$ cat src/hdl/pcm_pwm_consts.svh
// timing counts and widths for the peak current mode pwm block
`ifndef PCM_PWM_CONSTS_SVH
`define PCM_PWM_CONSTS_SVH

`define CLK_PERIOD_NS      25
`define DEAD_TIME_NS       100
`define DEAD_CYCLES        ((`DEAD_TIME_NS + `CLK_PERIOD_NS - 1) / `CLK_PERIOD_NS)
`define PERIOD_CYCLES      400
`define CNT_W              16
`define DATA_W             12
`define ERR_W              14
`define KP_SHIFT           2
`define KI_SHIFT           6
`define INTEG_W            20
`define DEMAND_RST         12'h0000
`define DEMAND_MAX         12'h0fff

`endif

$ cat src/hdl/pcm_pwm_pkg.sv
// types for the peak current mode pwm block
package pcm_pwm_pkg;
	typedef enum logic [3:0] {
		ST_IDLE     = 4'b0001,
		ST_HIGH_ON  = 4'b0010,
		ST_DEAD_LOW = 4'b0100,
		ST_LOW_ON   = 4'b1000
	} phase_t;
endpackage

$ cat src/hdl/demand_compensator.sv
// pi compensator turning output voltage error into a demand peak current
`timescale 1ns/10ps
`default_nettype none
`include "pcm_pwm_consts.svh"
module demand_compensator
	import pcm_pwm_pkg::*;
(
	// clock and reset
	input  wire logic                 clk_i,
	input  wire logic                 rstn_i,
	// once per period update strobe
	input  wire logic                 update_i,
	// measured output and setpoint
	input  wire logic [`DATA_W-1:0]   vout_i,
	input  wire logic [`DATA_W-1:0]   vref_i,
	// demand peak current, registered
	output logic      [`DATA_W-1:0]   demand_o
);
	logic signed [`ERR_W-1:0]   err;
	logic signed [`INTEG_W-1:0] integ_ff;
	logic signed [`INTEG_W-1:0] nxt_integ;
	logic signed [`INTEG_W-1:0] sum;

	// -------------------------------------------------------------
	// error and control law
	// -------------------------------------------------------------
	always_comb begin
		err = $signed({2'b00, vref_i}) - $signed({2'b00, vout_i});
		nxt_integ = integ_ff + `INTEG_W'(err);
		// clamp the integrator so it cannot wind past the output range
		if (nxt_integ < 0) begin
			nxt_integ = '0;
		end else if (nxt_integ > (`INTEG_W'(`DEMAND_MAX) <<< `KI_SHIFT)) begin
			nxt_integ = `INTEG_W'(`DEMAND_MAX) <<< `KI_SHIFT;
		end
		sum = (nxt_integ >>> `KI_SHIFT) + (`INTEG_W'(err) <<< `KP_SHIFT);
	end

	always_ff @(posedge clk_i) begin
		if (!rstn_i) begin
			integ_ff <= '0;
		end else if (update_i) begin
			integ_ff <= nxt_integ;
		end
	end

	// -------------------------------------------------------------
	// demand output, updated once per switching cycle
	// -------------------------------------------------------------
	always_ff @(posedge clk_i) begin
		if (!rstn_i) begin
			demand_o <= `DEMAND_RST;
		end else if (update_i) begin
			if (sum < 0) begin
				demand_o <= `DEMAND_RST;
			end else if (sum > `INTEG_W'(`DEMAND_MAX)) begin
				demand_o <= `DEMAND_MAX;
			end else begin
				demand_o <= sum[`DATA_W-1:0];
			end
		end
	end
endmodule
`default_nettype wire

$ cat src/hdl/peak_current_mode_pwm.sv
// peak current mode pwm: clocked set, comparator reset, dead-time
`timescale 1ns/10ps
`default_nettype none
`include "pcm_pwm_consts.svh"
// Operation
// - period start: high side on, low off
// - on-interval end drops high side output
// - dead-time keeps both switches never on together
// - low side only after full dead-time
// - period pulse sets latch, no fixed on-time
// - current reaching demand resets the latch
// - demand from compensator, or from demand_ext_i when follow_i is set, updated each cycle
// - compensator error from vout and setpoint
// - duty set by current rise time, capped at max duty by force_off
// - at most one turn-off per cycle
// - shared demand output for paralleled stages
module peak_current_mode_pwm
	import pcm_pwm_pkg::*;
(
	// clock and reset
	input  wire logic                 clk_i,
	input  wire logic                 rstn_i,
	// enable from the system (pin)
	input  wire logic                 enable_i,
	// sensed inductor current and voltage measurements
	input  wire logic [`DATA_W-1:0]   isense_i,
	input  wire logic [`DATA_W-1:0]   vout_i,
	input  wire logic [`DATA_W-1:0]   vref_i,
	// external demand for follower stages
	input  wire logic                 follow_i,
	input  wire logic [`DATA_W-1:0]   demand_ext_i,
	// gate drive outputs
	output logic                      high_side_switch_o,
	output logic                      low_side_switch_o,
	// status and shared demand
	output logic [`DATA_W-1:0]        demand_o,
	output logic                      period_pulse_o,
	output logic                      peak_trip_o
);
	localparam logic [`CNT_W-1:0] PERIOD_LAST = `CNT_W'(`PERIOD_CYCLES - 1);
	localparam logic [`CNT_W-1:0] DEAD_LAST   = `CNT_W'(`DEAD_CYCLES - 1);
	// count at which the low side turns off, DEAD_CYCLES before the period rolls over
	localparam logic [`CNT_W-1:0] LOW_OFF_AT  =
		`CNT_W'(`PERIOD_CYCLES - 1 - `DEAD_CYCLES);

	// -------------------------------------------------------------
	// input synchronisers
	// -------------------------------------------------------------
	logic                en_s1_ff;
	logic                en_s2_ff;
	logic                fol_s1_ff;
	logic                fol_s2_ff;
	logic [`DATA_W-1:0]  is_s1_ff;
	logic [`DATA_W-1:0]  is_s2_ff;
	logic [`DATA_W-1:0]  vo_s1_ff;
	logic [`DATA_W-1:0]  vo_s2_ff;
	logic [`DATA_W-1:0]  vr_s1_ff;
	logic [`DATA_W-1:0]  vr_s2_ff;
	logic [`DATA_W-1:0]  de_s1_ff;
	logic [`DATA_W-1:0]  de_s2_ff;

	// multi-bit samples may tear for one cycle; the converter values
	// move slowly relative to the clock so a one sample glitch is benign
	// one block per input; only the second stage is read downstream
	always_ff @(posedge clk_i) begin
		if (!rstn_i) begin
			en_s1_ff  <= 1'b0;
			en_s2_ff  <= 1'b0;
		end else begin
			en_s1_ff  <= enable_i;
			en_s2_ff  <= en_s1_ff;
		end
	end

	always_ff @(posedge clk_i) begin
		if (!rstn_i) begin
			fol_s1_ff <= 1'b0;
			fol_s2_ff <= 1'b0;
		end else begin
			fol_s1_ff <= follow_i;
			fol_s2_ff <= fol_s1_ff;
		end
	end

	always_ff @(posedge clk_i) begin
		if (!rstn_i) begin
			is_s1_ff  <= '0;
			is_s2_ff  <= '0;
		end else begin
			is_s1_ff  <= isense_i;
			is_s2_ff  <= is_s1_ff;
		end
	end

	always_ff @(posedge clk_i) begin
		if (!rstn_i) begin
			vo_s1_ff  <= '0;
			vo_s2_ff  <= '0;
		end else begin
			vo_s1_ff  <= vout_i;
			vo_s2_ff  <= vo_s1_ff;
		end
	end

	always_ff @(posedge clk_i) begin
		if (!rstn_i) begin
			vr_s1_ff  <= '0;
			vr_s2_ff  <= '0;
		end else begin
			vr_s1_ff  <= vref_i;
			vr_s2_ff  <= vr_s1_ff;
		end
	end

	always_ff @(posedge clk_i) begin
		if (!rstn_i) begin
			de_s1_ff  <= '0;
			de_s2_ff  <= '0;
		end else begin
			de_s1_ff  <= demand_ext_i;
			de_s2_ff  <= de_s1_ff;
		end
	end

	// -------------------------------------------------------------
	// switching period counter and clock pulse
	// -------------------------------------------------------------
	logic [`CNT_W-1:0] period_cnt_ff;
	logic              period_start;

	assign period_start = en_s2_ff && (period_cnt_ff == PERIOD_LAST);

	always_ff @(posedge clk_i) begin
		if (!rstn_i || !en_s2_ff) begin
			period_cnt_ff <= '0;
		end else if (period_cnt_ff == PERIOD_LAST) begin
			period_cnt_ff <= '0;
		end else begin
			period_cnt_ff <= period_cnt_ff + `CNT_W'(1);
		end
	end

	always_ff @(posedge clk_i) begin
		if (!rstn_i) begin
			period_pulse_o <= 1'b0;
		end else begin
			period_pulse_o <= period_start;
		end
	end

	// -------------------------------------------------------------
	// compensator and demand selection
	// -------------------------------------------------------------
	logic [`DATA_W-1:0] comp_demand;
	logic [`DATA_W-1:0] demand_ff;

	demand_compensator u_comp (
		.clk_i    (clk_i),
		.rstn_i   (rstn_i),
		.update_i (period_start),
		.vout_i   (vo_s2_ff),
		.vref_i   (vr_s2_ff),
		.demand_o (comp_demand)
	);

	// demand is latched at period start so it holds through the cycle
	always_ff @(posedge clk_i) begin
		if (!rstn_i) begin
			demand_ff <= `DEMAND_RST;
		end else if (period_start) begin
			demand_ff <= fol_s2_ff ? de_s2_ff : comp_demand;
		end
	end

	always_ff @(posedge clk_i) begin
		if (!rstn_i) begin
			demand_o <= `DEMAND_RST;
		end else begin
			demand_o <= comp_demand;
		end
	end

	// -------------------------------------------------------------
	// set-reset latch and phase sequencer
	// -------------------------------------------------------------
	phase_t            phase_ff;
	logic [`CNT_W-1:0] dead_cnt_ff;
	logic              tripped_ff;
	logic              peak_hit;
	logic              trip_now;
	logic              force_off;
	logic              dead_done;

	// comparison runs every cycle, trip_now uses it only while the high side conducts; no on-time target
	assign peak_hit = (is_s2_ff >= demand_ff);

	// -------------------------------------------------------------
	// comparator accept and period limits
	// -------------------------------------------------------------
	// a hit counts only once the gate is on: the synced current still
	// shows the last period, so an early hit would skip the on-time
	assign trip_now = (phase_ff == ST_HIGH_ON) && high_side_switch_o &&
		peak_hit && !tripped_ff;

	// max duty: both gates off early enough for the dead-time to fit
	assign force_off = (period_cnt_ff == LOW_OFF_AT);

	// last dead-time count: low side may switch on at this edge
	assign dead_done = (dead_cnt_ff == DEAD_LAST);

	always_ff @(posedge clk_i) begin
		if (!rstn_i || !en_s2_ff) begin
			phase_ff <= ST_IDLE;
		end else begin
			case (phase_ff)
				ST_IDLE: begin
					if (period_start) begin
						phase_ff <= ST_HIGH_ON;
					end
				end
				ST_HIGH_ON: begin
					if (force_off) begin
						// max duty: force off so dead-time fits
						phase_ff <= ST_IDLE;
					end else if (trip_now) begin
						phase_ff <= ST_DEAD_LOW;
					end
				end
				ST_DEAD_LOW: begin
					if (force_off) begin
						phase_ff <= ST_IDLE;
					end else if (dead_done) begin
						phase_ff <= ST_LOW_ON;
					end
				end
				ST_LOW_ON: begin
					if (force_off) begin
						phase_ff <= ST_IDLE;
					end
				end
				default: begin
					phase_ff <= ST_IDLE;
				end
			endcase
		end
	end

	always_ff @(posedge clk_i) begin
		if (!rstn_i || phase_ff != ST_DEAD_LOW) begin
			dead_cnt_ff <= '0;
		end else begin
			dead_cnt_ff <= dead_cnt_ff + `CNT_W'(1);
		end
	end

	// one turn-off per cycle; cleared only by the next clock pulse
	always_ff @(posedge clk_i) begin
		if (!rstn_i || period_start) begin
			tripped_ff <= 1'b0;
		end else if (trip_now) begin
			tripped_ff <= 1'b1;
		end
	end

	// -------------------------------------------------------------
	// gate drive outputs
	// -------------------------------------------------------------
	// a cut period from enable going low leaves both gates off
	always_ff @(posedge clk_i) begin
		if (!rstn_i || !en_s2_ff) begin
			high_side_switch_o <= 1'b0;
		end else begin
			high_side_switch_o <= (phase_ff == ST_HIGH_ON) &&
				!trip_now && !force_off;
		end
	end

	// low side waits out the dead count; force_off wins so the next
	// period's high side always sees a full gap
	always_ff @(posedge clk_i) begin
		if (!rstn_i || !en_s2_ff) begin
			low_side_switch_o <= 1'b0;
		end else begin
			low_side_switch_o <= ((phase_ff == ST_LOW_ON) ||
				(phase_ff == ST_DEAD_LOW && dead_done)) &&
				!force_off;
		end
	end

	// forced turn-off at max duty is not reported as a trip
	always_ff @(posedge clk_i) begin
		if (!rstn_i || !en_s2_ff) begin
			peak_trip_o <= 1'b0;
		end else begin
			peak_trip_o <= trip_now && !force_off;
		end
	end
endmodule
`default_nettype wire

$ cat config.mk
export PLATFORM = sky130hd
export DESIGN_NAME = peak_current_mode_pwm
export DESIGN_NICKNAME = d
export VERILOG_FILES = /design/src/hdl/pcm_pwm_pkg.sv /design/src/hdl/demand_compensator.sv /design/src/hdl/peak_current_mode_pwm.sv
export VERILOG_INCLUDE_DIRS = /design/src /design/src/hdl
export SDC_FILE = /design/constraint.sdc
export NUM_CORES = 1
export LEC_CHECK = 0
export BUFFER_PORTS_ARGS = -buffer_cell sky130_fd_sc_hd__buf_2
export CAP_MARGIN = 10
export CELL_PAD_IN_SITES_DETAIL_PLACEMENT = 1
export CELL_PAD_IN_SITES_GLOBAL_PLACEMENT = 1
export CORE_ASPECT_RATIO = 2
export CORE_MARGIN = 2
export CORE_UTILIZATION = 46
export CTS_CLUSTER_SIZE = 12
export DETAILED_ROUTE_END_ITERATION = 8
export MAX_ROUTING_LAYER = met4
export PLACE_DENSITY_LB_ADDON = 0.1
export SETUP_SLACK_MARGIN = 0.4
export SYNTH_ARGS = -nofsm -noshare
export SYNTH_HDL_FRONTEND = slang
export SYNTH_SLANG_ARGS = --single-unit
$ cat constraint.sdc
create_clock -name clk_i -period 7.6 [get_ports clk_i]
set_input_delay 1.14 -clock clk_i [delete_from_list [all_inputs] [get_ports clk_i]]
set_output_delay 1.14 -clock clk_i [all_outputs]
set_load 0.005 [all_outputs]
==> impl_metrics.ini <==
[placed_design]
dp_slack_ns = 0.441
place_area_sq_um = 9540
hpwl_mm = 18.3
port_buffers = 67
gp_congestion = 0.957

[yosys]
yosys.cell_count.top_type = dfxtp_1
synth_fp_nets = 1081
synth.cell_area_sq_um = 8930
ys.flop_type = dfxtp_1
yosys.area.top_type = dfxtp_1
yosys-top-cells-count = 196 x dfxtp_1, 116 x and2_1, 68 x nand2_1, 60 x nor2_1, 57 x a21oi_1
syn_avg_cell_area_sq_um = 9.21
ys_types = 76
synthTopCellsByArea = dfxtp_1 44%, and2_1 8.1%, ha_1 7.8%
ys_ff_latch = 196
synth_top_cell_area_share_pct = 43.9
syn_inst = 970
seq_area_frac_synth_pct = 43.9
ys_warn_count = 0
ys_async_sr_fraction_pct = 0
synth-edff-count = 0

[floorplanning]
die-area_sq_um = 20600
io_pins = 68
start_util_pct = 46.5
coreArea_sq_um = 19200
rows = 72
die-height_um = 201
die_width_um = 103

[timing]
finalWorstSetupSlack_ns = 0.704
post-route-min-period_ns = 6.90
final-max-slew-violation-count = 0
final-hold-violation-count = 0
slew_headroom_pct = 46.2
finalCritPeriodShare_pct = 90.7
fin_hold_ws_ns = 0.433
max_freq_ghz = 0.145
fin_setup_tns_ns = 0
setup_viol = 0
rsz0062_at_grt = no
worstMarginPinSlew_ns = 0.805
clock_skew_ns = 0.00765

[clock_tree]
cts_tree = built
clock_path_buffers = 2
clkTransAtPathRegs_ns = 0.07
cts-root-buf = clkbuf_16
ctsHoldBuffers = 0
numCtsBuffers = 17
h-tree-depth = 4
clock_sinks = 196
clk_latency_ns = 0.44

[drt]
drt-total-wl_mm = 23.9
drc = 0
ant_nets = 0
vias = 7070
viasPerCell = 5.40
wl_per_cell_um = 18.2
first_pass_iters = 4
drt_iter0_drc = 189

[critical_path]
worstSetupEndpointType = register
start_kind = register
cp_max_fo = 12
critPathRequiredTime_ns = 7.93
critPathArrivalTime_ns = 7.23
path_class = register to register

[power_and_ir_drop]
leakage_uw = 0.00417
powerDensity_nw_per_um2 = 243
power.total_uw = 2480
peakVddDrop_mv = 0.175

[global_route]
grt_pass1_wl_mm = 38.0
grt_usage_pct = 25.0
antenna_found_initial = 0
grt_pass1_vias = 7545
grt_max_degree = 66
overflow = 0

[cells_and_area]
drive_gt1_share_pct = 12.9
fin_nets = 1149
fin_area_sq_um = 10200
diodes = 0
syn_to_final_growth_pct = 14.2
fillers = 2279

[job]
cap_violations = 0

[min_path]
hold_class = register to register

[outcome]
outcome = finished clean
==> worst paths after layout <==
kind | from | to | slack (ns) | cells after the start
worst min-delay path | is_s1_ff[3] | is_s2_ff[3] | 0.43 | 1
worst max-delay path | vo_s2_ff[1] | u_comp.demand_o[0] | 0.70 | 25
worst max register to register | vo_s2_ff[1] | u_comp.demand_o[0] | 0.70 | 25
worst min register to register | is_s1_ff[3] | is_s2_ff[3] | 0.43 | 1
==> cell families after synthesis <==
family	synth area share, %
adder cells (fa/ha/maj)	8.52
buffers and inverters	3.35
other	0.0420
multiplexers	1.47
flip-flops	43.9
AND/OR/NAND/NOR	21.6
XOR/XNOR	5.39
AO/OA/AOI/OAI	15.7
==> worst max-delay path, cell delays in order, from the launching register on <==
cell       delay (ns)
dfxtp_1          0.38
inv_1            0.06
ha_1             0.27
nor2b_1          0.27
o31ai_2          0.12
a21oi_1          0.21
a21oi_1          0.12
xnor2_1          0.54
ha_1             0.41
a21oi_1          0.23
o21ai_0          0.22
a21o_1           0.21
a31o_2           0.25
a21oi_1          0.32
a211oi_2         0.08
or2_4            0.28
a21oi_1          0.27
ha_1             0.38
o211ai_1         0.20
a21oi_1          0.18
a2111oi_2        0.49
nand3b_1         0.14
a211o_1          0.31
mux2_2           0.38
a32o_1           0.29
a31o_1           0.17
==> repair_timing <==
item	in CTS	in global routing
setup endpoints to repair	1	12
buffers inserted	0	3
pin swaps	0	2
hold endpoints to repair	0	0
resized for setup	1	7
==> metrics by stage <==
step,util [%],instances
finish,53.2,1310
global route,53.2,1310
CTS,52.9,1307
detailed placement,49.7,1275
global placement,49.7,1275
floorplan,-,970
==> report_power, final <==
group,internal (uW),switching [uW]
registers,1050,7.98
logic,194,300
clock network,521,404
total,1770,713
==> layout by cell type (no fill, tap or decap), drive strengths merged, types with 4 or more instances in the layout <==
| cell type | instances |
|---|---|
| a31oi | 5 |
| xor2 | 24 |
| or3 | 11 |
| mux2i | 12 |
| nand3 | 21 |
| clkbuf | 18 |
| nand4 | 5 |
| o21bai | 4 |
| o21ai | 60 |
| a21o | 16 |
| nand2b | 11 |
| nand2 | 68 |
| and3 | 11 |
| buf | 81 |
| nor3 | 15 |
| or2 | 4 |
| nor2 | 62 |
| inv | 48 |
| a21oi | 57 |
| nor2b | 10 |
| dfxtp | 196 |
| o21a | 5 |
| o31ai | 6 |
| xnor2 | 31 |
| ha | 56 |
| nor4 | 9 |
| a211oi | 10 |
| clkinvlp | 5 |
| a22o | 10 |
| and2 | 116 |
| o41ai | 4 |
| o211ai | 7 |
==> per-layer routing <==
metal | GRT usage [%] | wire (um)
met5 | - | 0
met1 | 22.8 | 8360
met3 | 5.12 | 654
met2 | 45.1 | 13200
met4 | 16.2 | 1660
==> flip-flops by register name, summed over array words and instances (netlist names), 4 cells and up <==
register and count:
de_s1_ff 12, de_s2_ff 12, dead_cnt_ff 16, demand_ff 12, demand_o 12, is_s1_ff 12
is_s2_ff 12, period_cnt_ff 16, phase_ff 4, u_comp.demand_o 12, u_comp.integ_ff 19, vo_s1_ff 12
vo_s2_ff 12, vr_s1_ff 12, vr_s2_ff 12
==> cell type report <==
type | instances | area, sq um | area share, %
Tap cell | 259 | 324 | 3.18
Sequential cell | 196 | 3920 | 38.5
Clock inverter | 14 | 175 | 1.72
Inverter | 45 | 169 | 1.66
Multi-Input combinational cell | 697 | 4740 | 46.5
Timing Repair Buffer | 81 | 440 | 4.32
Clock buffer | 18 | 429 | 4.21
Power figures use the tool's default switching activity.
